===== config.mk =====
export PLATFORM = sky130hd
export DESIGN_NAME = tdc_timer_ctrl
export DESIGN_NICKNAME = d
export VERILOG_FILES = /design/src/rtl/tdc_pkg.sv /design/src/rtl/tdc_timer_ctrl.sv
export SDC_FILE = /design/constraint.sdc
export NUM_CORES = 1
export LEC_CHECK = 0
export BUFFER_PORTS_ARGS = -buffer_cell sky130_fd_sc_hd__buf_4
export CAP_MARGIN = 20
export CELL_PAD_IN_SITES_DETAIL_PLACEMENT = 1
export CELL_PAD_IN_SITES_GLOBAL_PLACEMENT = 1
export CORE_ASPECT_RATIO = 0.9
export CORE_MARGIN = 2
export CORE_UTILIZATION = 43
export DETAILED_ROUTE_END_ITERATION = 16
export PLACE_DENSITY_LB_ADDON = 0.2
export SLEW_MARGIN = 20
export SYNTH_ARGS = -nofsm -noshare
export SYNTH_HDL_FRONTEND = slang
export SYNTH_SLANG_ARGS = --single-unit

===== constraint.sdc =====
create_clock -name clk -period 3.4 [get_ports clk]
set_input_delay 0.51 -clock clk [delete_from_list [all_inputs] [get_ports clk]]
set_output_delay 0.51 -clock clk [all_outputs]
set_load 0.01 [all_outputs]

===== src/rtl/tdc_pkg.sv =====
// package: register map, field positions and types for the dual timer block
package tdc_pkg;
    // register indices; byte address is four times the index
    localparam logic [7:0] TDC_IDX_TCTRL = 8'h88;
    localparam logic [7:0] TDC_IDX_TMODE = 8'h89;
    localparam logic [7:0] TDC_IDX_LOW0 = 8'h8A;
    localparam logic [7:0] TDC_IDX_LOW1 = 8'h8B;
    localparam logic [7:0] TDC_IDX_HIGH0 = 8'h8C;
    localparam logic [7:0] TDC_IDX_HIGH1 = 8'h8D;
    localparam logic [7:0] TDC_IDX_CLKSEL = 8'h8E;
    localparam logic [7:0] TDC_IDX_IRQ_STATUS = 8'hF0;
    localparam logic [7:0] TDC_IDX_IRQ_MASK = 8'hF1;
    localparam logic [7:0] TDC_IDX_ISR_ENTRY = 8'hF2;
    // reset values
    localparam logic [7:0] TDC_RST_TCTRL = 8'h00;
    localparam logic [7:0] TDC_RST_TMODE = 8'h00;
    localparam logic [7:0] TDC_RST_COUNT = 8'h00;
    localparam logic [1:0] TDC_RST_CLKSEL = 2'h0;
    localparam logic [3:0] TDC_RST_IRQ = 4'h0;
    // clock select byte positions
    localparam int TDC_POS_TMR0_CLKSEL = 3;
    localparam int TDC_POS_TMR1_CLKSEL = 4;
    // time base: machine clock dividers
    localparam logic [3:0] TDC_DIV_SLOW_LAST = 4'hB;
    localparam logic [1:0] TDC_DIV_FAST_LAST = 2'h3;
    // mode field values
    localparam logic [1:0] TDC_MODE_PRESCALE = 2'h0;
    localparam logic [1:0] TDC_MODE_WIDE = 2'h1;
    localparam logic [1:0] TDC_MODE_RELOAD = 2'h2;
    localparam logic [1:0] TDC_MODE_SPLIT = 2'h3;
    localparam logic [4:0] TDC_PRESCALE_LAST = 5'h1F;
    localparam logic [7:0] TDC_BYTE_LAST = 8'hFF;

    typedef struct packed {
        logic timer1_overflow_flag;
        logic timer1_run_bit;
        logic timer0_overflow_flag;
        logic timer0_run_bit;
        logic ext_irq1_request_flag;
        logic ext_irq1_type_bit;
        logic ext_irq0_request_flag;
        logic ext_irq0_type_bit;
    } tdc_tctrl_s;

    typedef struct packed {
        logic gate;
        logic counter_sel;
        logic mode_field_high;
        logic mode_field_low;
    } tdc_tcfg_s;

    typedef struct packed {
        tdc_tcfg_s tmr1;
        tdc_tcfg_s tmr0;
    } tdc_tmode_s;

    // one step of a timer: overflow, new high byte, new low byte
    typedef struct packed {
        logic ovf;
        logic [7:0] high;
        logic [7:0] low;
    } tdc_step_s;
endpackage


===== src/rtl/tdc_timer_ctrl.sv =====
// dual timer/counter with external interrupt flags behind an APB slave
// Behaviour
// - timer1 overflow sets control bit 7; ISR entry clears; software may write
// - timer0 overflow sets control bit 5; ISR entry clears; software may write
// - control bit 6 runs timer1 when 1, halts it when 0
// - control bit 4 runs timer0 when 1, halts it when 0
// - ext request flags bits 3,1: edge mode cleared at ISR entry, level follows pin
// - type bits 2 and 0 choose falling-edge or low-level flag trigger; only edge mode sets interrupt status
// - mode bit 7 set: timer1 counts only while ext pin 1 high and run set
// - mode bit 3 set: timer0 counts only while ext pin 0 high and run set
// - mode bit 6: timer1 counts internal clock when clear, pin falling edges when set
// - mode bit 2: timer0 counts internal clock when clear, pin falling edges when set
// - mode bits 5:4 select timer1 mode, bits 1:0 timer0 mode
// - mode 0: 8-bit high byte counter behind 5-bit low-byte prescaler
// - mode 1: full 16-bit counter, no prescaler
// - mode 2: 8-bit low counter reloaded from high byte on overflow
// - mode 3: timer0 split in two 8-bit halves, timer1 stopped
// - timer mode clock is system clock divided by 4 or by 12
//
// Added by the designer: the APB slave port.
`timescale 1ns/10ps
module tdc_timer_ctrl (
    // clock, reset, enable
    input wire logic clk,
    input wire logic rst_n,
    input wire logic ce,
    // apb slave
    input wire logic psel,
    input wire logic penable,
    input wire logic pwrite,
    input wire logic [11:0] paddr,
    input wire logic [31:0] pwdata,
    output logic [31:0] prdata,
    output logic pready,
    output logic pslverr,
    // external pins
    input wire logic ext_irq0_pin,
    input wire logic ext_irq1_pin,
    input wire logic timer0_count_pin,
    input wire logic timer1_count_pin,
    // interrupt
    output logic irq
);
    // one step of a timer in modes 0 to 3; mode 3 handles the low byte only
    function automatic tdc_pkg::tdc_step_s tdc_step(input logic [7:0] low, input logic [7:0] high,
                                                    input logic [1:0] mode, input logic en);
        tdc_pkg::tdc_step_s s;
        s.ovf = 1'b0;
        s.high = high;
        s.low = low;
        if (en) begin
            case (mode)
                tdc_pkg::TDC_MODE_PRESCALE: begin
                    s.low = {low[7:5], 5'(low[4:0] + 5'h01)};
                    if (low[4:0] == tdc_pkg::TDC_PRESCALE_LAST) begin
                        s.high = 8'(high + 8'h01);
                        s.ovf = (high == tdc_pkg::TDC_BYTE_LAST);
                    end
                end
                tdc_pkg::TDC_MODE_WIDE: begin
                    {s.high, s.low} = 16'({high, low} + 16'h0001);
                    s.ovf = ({high, low} == {tdc_pkg::TDC_BYTE_LAST, tdc_pkg::TDC_BYTE_LAST});
                end
                tdc_pkg::TDC_MODE_RELOAD: begin
                    s.ovf = (low == tdc_pkg::TDC_BYTE_LAST);
                    s.low = s.ovf ? high : 8'(low + 8'h01);
                end
                default: begin
                    s.low = 8'(low + 8'h01);
                    s.ovf = (low == tdc_pkg::TDC_BYTE_LAST);
                end
            endcase
        end
        return s;
    endfunction

    // apb decode
    logic [7:0] idx;
    logic addr_ok;
    logic hit_tctrl, hit_tmode, hit_clksel, hit_status, hit_mask, hit_entry;
    logic [1:0] hit_low, hit_high;
    logic mapped;
    logic acc;
    logic wr_en;
    logic [31:0] rd_mux;
    logic pready_q, pslverr_q;
    logic [31:0] prdata_q;

    // control and configuration state
    logic [1:0] tf_q, tr_q, ie_q, it_q;
    tdc_pkg::tdc_tmode_s tmode_q;
    logic [1:0] clksel_q;
    logic [7:0] low_q [2];
    logic [7:0] high_q [2];
    logic [3:0] status_q, mask_q;
    logic irq_q;
    logic [3:0] div_q;

    // pin synchronisers: [0] ext0, [1] ext1, [2] count0, [3] count1
    logic [3:0] pin_raw, sync1_q, sync2_q, prev_q, fall;

    // time base
    logic tick_slow, tick_fast;

    // per-timer stepping
    logic [1:0] mode [2];
    logic [1:0] run_en;
    tdc_pkg::tdc_step_s step [2];
    tdc_pkg::tdc_step_s split_high;
    logic split;
    logic [1:0] ovf_ev;
    logic [1:0] ext_set;
    logic [1:0] entry_tf, entry_ie;
    logic [3:0] events;
    tdc_pkg::tdc_tctrl_s tctrl_rd;

    assign idx = paddr[9:2];
    assign addr_ok = (paddr[1:0] == 2'h0) && (paddr[11:10] == 2'h0);
    assign hit_tctrl = addr_ok && (idx == tdc_pkg::TDC_IDX_TCTRL);
    assign hit_tmode = addr_ok && (idx == tdc_pkg::TDC_IDX_TMODE);
    assign hit_low[0] = addr_ok && (idx == tdc_pkg::TDC_IDX_LOW0);
    assign hit_low[1] = addr_ok && (idx == tdc_pkg::TDC_IDX_LOW1);
    assign hit_high[0] = addr_ok && (idx == tdc_pkg::TDC_IDX_HIGH0);
    assign hit_high[1] = addr_ok && (idx == tdc_pkg::TDC_IDX_HIGH1);
    assign hit_clksel = addr_ok && (idx == tdc_pkg::TDC_IDX_CLKSEL);
    assign hit_status = addr_ok && (idx == tdc_pkg::TDC_IDX_IRQ_STATUS);
    assign hit_mask = addr_ok && (idx == tdc_pkg::TDC_IDX_IRQ_MASK);
    assign hit_entry = addr_ok && (idx == tdc_pkg::TDC_IDX_ISR_ENTRY);
    assign mapped = hit_tctrl | hit_tmode | (|hit_low) | (|hit_high) | hit_clksel
                  | hit_status | hit_mask | hit_entry;
    // access completes one cycle after entering the access phase
    assign acc = psel && penable && !pready_q;
    assign wr_en = ce && psel && penable && pready_q && pwrite && !pslverr_q;

    assign tctrl_rd = '{timer1_overflow_flag: tf_q[1], timer1_run_bit: tr_q[1],
                        timer0_overflow_flag: tf_q[0], timer0_run_bit: tr_q[0],
                        ext_irq1_request_flag: ie_q[1], ext_irq1_type_bit: it_q[1],
                        ext_irq0_request_flag: ie_q[0], ext_irq0_type_bit: it_q[0]};

    assign rd_mux = hit_tctrl ? {24'h000000, tctrl_rd} :
                    hit_tmode ? {24'h000000, tmode_q} :
                    hit_low[0] ? {24'h000000, low_q[0]} :
                    hit_low[1] ? {24'h000000, low_q[1]} :
                    hit_high[0] ? {24'h000000, high_q[0]} :
                    hit_high[1] ? {24'h000000, high_q[1]} :
                    hit_clksel ? {24'h000000, 3'h0, clksel_q, 3'h0} :
                    hit_status ? {28'h0000000, status_q} :
                    hit_mask ? {28'h0000000, mask_q} : 32'h00000000;

    // isr entry strobes: software reports entry by writing ones
    assign entry_tf = (wr_en && hit_entry) ? pwdata[1:0] : 2'h0;
    assign entry_ie = (wr_en && hit_entry) ? pwdata[3:2] : 2'h0;

    // apb handshake
    always_ff @(posedge clk) begin
        if (!rst_n) begin
            pready_q <= 1'b0;
            pslverr_q <= 1'b0;
            prdata_q <= 32'h00000000;
        end else if (ce) begin
            pready_q <= acc;
            pslverr_q <= acc && !mapped;
            if (acc && !pwrite) begin
                prdata_q <= rd_mux;
            end
        end
    end

    // time base: fast tick every 4th, slow every 12th clock
    assign tick_slow = (div_q == tdc_pkg::TDC_DIV_SLOW_LAST);
    assign tick_fast = (div_q[1:0] == tdc_pkg::TDC_DIV_FAST_LAST);

    always_ff @(posedge clk) begin
        if (!rst_n) begin
            div_q <= 4'h0;
        end else if (ce) begin
            div_q <= tick_slow ? 4'h0 : 4'(div_q + 4'h1);
        end
    end

    // pins cross into the clock domain before any logic reads them
    assign pin_raw = {timer1_count_pin, timer0_count_pin, ext_irq1_pin, ext_irq0_pin};
    assign fall = prev_q & ~sync2_q;

    always_ff @(posedge clk) begin
        if (!rst_n) begin
            sync1_q <= 4'hF;
            sync2_q <= 4'hF;
            prev_q <= 4'hF;
        end else if (ce) begin
            sync1_q <= pin_raw;
            sync2_q <= sync1_q;
            prev_q <= sync2_q;
        end
    end

    assign mode[0] = {tmode_q.tmr0.mode_field_high, tmode_q.tmr0.mode_field_low};
    assign mode[1] = {tmode_q.tmr1.mode_field_high, tmode_q.tmr1.mode_field_low};
    assign split = (mode[0] == tdc_pkg::TDC_MODE_SPLIT);

    // per-timer clock source, gating, run control and step
    genvar i;
    generate
        for (i = 0; i < 2; i++) begin : g_timer
            tdc_pkg::tdc_tcfg_s cfg;
            logic clk_src;
            logic tb_tick;
            assign cfg = (i == 0) ? tmode_q.tmr0 : tmode_q.tmr1;
            assign tb_tick = clksel_q[i] ? tick_fast : tick_slow;
            assign clk_src = cfg.counter_sel ? fall[2 + i] : tb_tick;
            // gate pin is the synchronised ext interrupt pin
            assign run_en[i] = tr_q[i] && (!cfg.gate || sync2_q[i]) && clk_src;
            // timer1 in its own mode 3 holds its count
            assign step[i] = tdc_step(low_q[i], high_q[i], mode[i],
                                      run_en[i] && !(i == 1 && mode[i] == tdc_pkg::TDC_MODE_SPLIT));
            // ext request set: falling edge or low level
            assign ext_set[i] = it_q[i] ? fall[i] : !sync2_q[i];
        end
    endgenerate

    // split high half of timer0 runs from timer1 run bit on the internal clock
    assign split_high = tdc_step(high_q[0], 8'h00, tdc_pkg::TDC_MODE_SPLIT,
                                 tr_q[1] && (clksel_q[1] ? tick_fast : tick_slow));

    // in split mode the high half of timer0 owns the timer1 flag
    assign ovf_ev[0] = ce && step[0].ovf;
    assign ovf_ev[1] = ce && (split ? split_high.ovf : step[1].ovf);

    assign events = {ce & ext_set[1] & it_q[1], ce & ext_set[0] & it_q[0], ovf_ev};

    // count bytes; a software write beats a count in the same cycle
    always_ff @(posedge clk) begin
        if (!rst_n) begin
            low_q[0] <= tdc_pkg::TDC_RST_COUNT;
            low_q[1] <= tdc_pkg::TDC_RST_COUNT;
            high_q[0] <= tdc_pkg::TDC_RST_COUNT;
            high_q[1] <= tdc_pkg::TDC_RST_COUNT;
        end else if (ce) begin
            low_q[0] <= (wr_en && hit_low[0]) ? pwdata[7:0] : step[0].low;
            low_q[1] <= (wr_en && hit_low[1]) ? pwdata[7:0] : step[1].low;
            high_q[0] <= (wr_en && hit_high[0]) ? pwdata[7:0] : (split ? split_high.low : step[0].high);
            high_q[1] <= (wr_en && hit_high[1]) ? pwdata[7:0] : step[1].high;
        end
    end

    // control register: hardware set wins over software or entry clear
    always_ff @(posedge clk) begin
        if (!rst_n) begin
            {tf_q[1], tr_q[1], tf_q[0], tr_q[0], ie_q[1], it_q[1], ie_q[0], it_q[0]} <= tdc_pkg::TDC_RST_TCTRL;
        end else if (ce) begin
            if (wr_en && hit_tctrl) begin
                {tr_q[1], tr_q[0], it_q[1], it_q[0]} <= {pwdata[6], pwdata[4], pwdata[2], pwdata[0]};
            end
            tf_q[1] <= ((wr_en && hit_tctrl) ? pwdata[7] : (tf_q[1] && !entry_tf[1])) || ovf_ev[1];
            tf_q[0] <= ((wr_en && hit_tctrl) ? pwdata[5] : (tf_q[0] && !entry_tf[0])) || ovf_ev[0];
            for (int k = 0; k < 2; k++) begin
                if (!it_q[k]) begin
                    ie_q[k] <= ext_set[k];
                end else begin
                    ie_q[k] <= ((wr_en && hit_tctrl) ? pwdata[1 + 2 * k] : (ie_q[k] && !entry_ie[k])) || ext_set[k];
                end
            end
        end
    end

    // mode, clock select, interrupt status and mask
    always_ff @(posedge clk) begin
        if (!rst_n) begin
            tmode_q <= tdc_pkg::TDC_RST_TMODE;
            clksel_q <= tdc_pkg::TDC_RST_CLKSEL;
            status_q <= tdc_pkg::TDC_RST_IRQ;
            mask_q <= tdc_pkg::TDC_RST_IRQ;
            irq_q <= 1'b0;
        end else if (ce) begin
            if (wr_en && hit_tmode) begin
                tmode_q <= pwdata[7:0];
            end
            if (wr_en && hit_clksel) begin
                clksel_q <= {pwdata[tdc_pkg::TDC_POS_TMR1_CLKSEL], pwdata[tdc_pkg::TDC_POS_TMR0_CLKSEL]};
            end
            if (wr_en && hit_mask) begin
                mask_q <= pwdata[3:0];
            end
            // new events survive a write-one-to-clear in the same cycle
            status_q <= (status_q & ~((wr_en && hit_status) ? pwdata[3:0] : 4'h0)) | events;
            // one cycle behind the status bits, from a flop
            irq_q <= |(status_q & mask_q);
        end
    end

    assign prdata = prdata_q;
    assign pready = pready_q;
    assign pslverr = pslverr_q;
    assign irq = irq_q;
endmodule


==> results.py <==
metrics = {
    "status": {
        "outcome": "finished clean",
    },
    "clock_network": {
        "root_buffer": "clkbuf_16",
        "cts_tree": "yes",
        "htree_levels": 3,
        "clk_latency_ns": 0.36,
        "clk_pin_slew_ns": 0.06,
        "post_cts_resized": 0,
        "holdBufCountCts": 0,
        "cts_made_buffers": 9,
        "post_cts_buffers": 0,
        "clock_path_buffers": 2,
        "clock_sinks": 85,
    },
    "timing": {
        "timing.fmax_mhz": 384,
        "min_period_over_period": 0.767,
        "relSlewSlack": 0.503,
        "whs_ns": 0.377,
        "setup_viol": 0,
        "skew_ns": 0.00811,
        "postLayoutSetupSlackWorst_ns": 0.793,
        "rsz0062_at_grt": "no",
        "slew_violations": 0,
        "finalSetupTns_ns": 0,
        "tightest_slew_ns": 0.739,
        "hold_viol": 0,
        "period_needed_ns": 2.61,
    },
    "yosys": {
        "yosysTopAreaCell": "dfxtp_1",
        "syn_avg_cell_area_um2": 8.32,
        "ys.warnings.count": 0,
        "synth_top_area_share": 0.178,
        "synth_seq_cells": 85,
        "synth_edf_count": 32,
        "synth.most_common_cell": "nand2_1",
        "ys.flop_type": "dfxtp_1",
        "synthCells": 716,
        "synth_area_um2": 5960,
        "async_flop_share": 0,
        "synth.distinct_cells": 78,
        "synth_commonest_cells": "nand2_1 (74), a21oi_1 (53), dfxtp_1 (53)",
        "synthTopCellsByArea": "dfxtp_1 (18%), edfxtp_1 (16%), mux2i_1 (5.2%), nand2_1 (4.7%), a21oi_1 (4.5%)",
        "seq_area_frac_synth": 0.339,
    },
    "place": {
        "dpl_cell_area_um2": 6390,
        "io_buffers": 40,
        "dpl.hpwl_um": 16300,
        "gp_congestion": 0.944,
        "post-place-ws_ns": 0.607,
    },
    "pwr": {
        "power_density_nw_per_um2": 359,
        "vdd_ir_drop_max_uv": 336,
        "p_leak_nw": 2.42,
        "fin_total_pwr_mw": 2.41,
    },
    "floorplanning": {
        "die_h_um": 116,
        "dieArea_um2": 14800,
        "initial_core_util": 0.443,
        "core_um2": 13500,
        "die_w_um": 128,
        "rows": 40,
        "io_pins": 89,
    },
    "detailed_routing": {
        "remaining_drc_errors": 0,
        "vias": 6039,
        "dr.pass1.iters": 5,
        "wl_per_cell_um": 24.1,
        "drtIter0Drc": 783,
        "vias_per_cell": 6.56,
        "postRouteAntennaNets": 0,
        "wl_um": 22200,
    },
    "finish": {
        "final_nets": 813,
        "syn2layout_area_growth_pct": 12.5,
        "antenna_cells": 0,
        "finalInstanceArea_um2": 6710,
        "drive_gt1_frac": 0.134,
    },
    "grt": {
        "grt_pass1_wl_um": 34800,
        "grt_start_max_net_pins": 32,
        "grt.overflow.total": 0,
        "grt_pass1_vias": 5996,
        "antenna_found_initial": 0,
        "track_usage": 0.309,
    },
    "run": {
        "cap_violations": 0,
    },
    "setup_path": {
        "critPathKind": "reg2reg",
        "rr_worst_depth": 5,
        "critical_path_peak_fanout": 11,
        "end_kind": "register",
        "required_ns": 3.49,
        "arrival_ns": 2.70,
        "start_kind": "register",
    },
    "min_path": {
        "min_path_cells": 3,
        "hp-class": "in2reg",
    },
}
## flip-flops by register name, summed over array words and instances, names as in the netlist
| name | flops |
|---|---|
| prev_q | 4 |
| prdata | 8 |
| pslverr | 1 |
| clksel_q | 2 |
| sync1_q | 4 |
| low_q | 16 |
| g_timer.cfg | 8 |
| tr_q | 2 |
| ie_q | 2 |
| tf_q | 2 |
| pready | 1 |
| irq | 1 |
| div_q | 4 |
| high_q | 16 |
| status_q | 4 |
| sync2_q | 4 |
| mask_q | 4 |
| it_q | 2 |
## cell usage in the layout, fill, tap and decap left out, types with 9 or more instances in the layout
| cell type | synthesis | routed |
|---|---|---|
| nand3_1 | 38 | 38 |
| mux2i_1 | 31 | 31 |
| o21ai_0 | 37 | 37 |
| edfxtp_1 | 32 | 32 |
| nand4_1 | 13 | 13 |
| nand2_1 | 74 | 74 |
| conb_1 | 1 | 24 |
| clkbuf_16 | 0 | 10 |
| ha_1 | 11 | 11 |
| a22o_1 | 9 | 9 |
| o211ai_1 | 12 | 12 |
| and3_1 | 16 | 16 |
| a21oi_1 | 53 | 53 |
| nor2_1 | 47 | 47 |
| o2bb2ai_1 | 11 | 11 |
| dfxtp_1 | 53 | 53 |
| nor2b_1 | 13 | 13 |
| a22oi_1 | 12 | 12 |
| buf_4 | 24 | 61 |
| a31oi_1 | 9 | 9 |
| nor3_1 | 16 | 16 |
| inv_1 | 16 | 16 |
## worst max-delay path, cell delays in order, from the launching register on
cell	delay [ns]
edfxtp_1	0.54
nand4_1	0.49
nor4_2	0.77
mux2_2	0.41
nand3_1	0.08
a21oi_1	0.07
## layer usage
metal,share of wire,wire (µm),up-vias,global-route usage
met1,0.45,9890,2985,0.428
li1,-,-,2726,-
met2,0.45,10000,285,0.494
met5,0,0,-,0
met4,0.026,579,0,0.0982
met3,0.076,1700,43,0.0563
## area by class of cell
class,instances,area [µm²]
clock inverter,6,67.6
multi-input combinational,573,3630
fill,1616,6760
inverter,18,67.6
clock buffer,10,250
timing repair buffer,61,458
sequential,85,2020
tap,168,210
## power by group
part / total (mW) / switching, mW / internal [mW]
registers: 1.12 / 0.0366 / 1.08
clock network: 1.07 / 0.449 / 0.620
logic: 0.225 / 0.146 / 0.0786
## stage by stage
step,util,instances
3_5_place_dp,0.474,905
2_1_floorplan,-,739
3_3_place_gp,0.474,905
5_1_grt,0.498,921
6_report,0.498,921
4_1_cts,0.498,921
## final timing paths
check,start,endpoint,slack (ns)
worst min-delay path,ext_irq1_pin,sync1_q[1]$_SDFFE_PN1P_,0.38
worst max-delay path,low_q[0][10]$_SDFFCE_PN0P_,low_q[0][11]$_SDFFCE_PN0P_,0.79
worst max register to register,low_q[0][10]$_SDFFCE_PN0P_,low_q[0][11]$_SDFFCE_PN0P_,0.79
worst min register to register,prev_q[3]$_SDFFE_PN1P_,prev_q[3]$_SDFFE_PN1P_,0.48
## logic make-up after synthesis
family          Yosys count  share of synthesized area
buf+inv                  81                     0.0672
mux                      37                     0.0634
fa+ha+maj                11                     0.0231
flops                    85                      0.339
compound gates          211                      0.239
other cells               1                   0.000629
xor+xnor                 12                     0.0176
simple gates            278                      0.250
(Power assumes the default switching activity.)
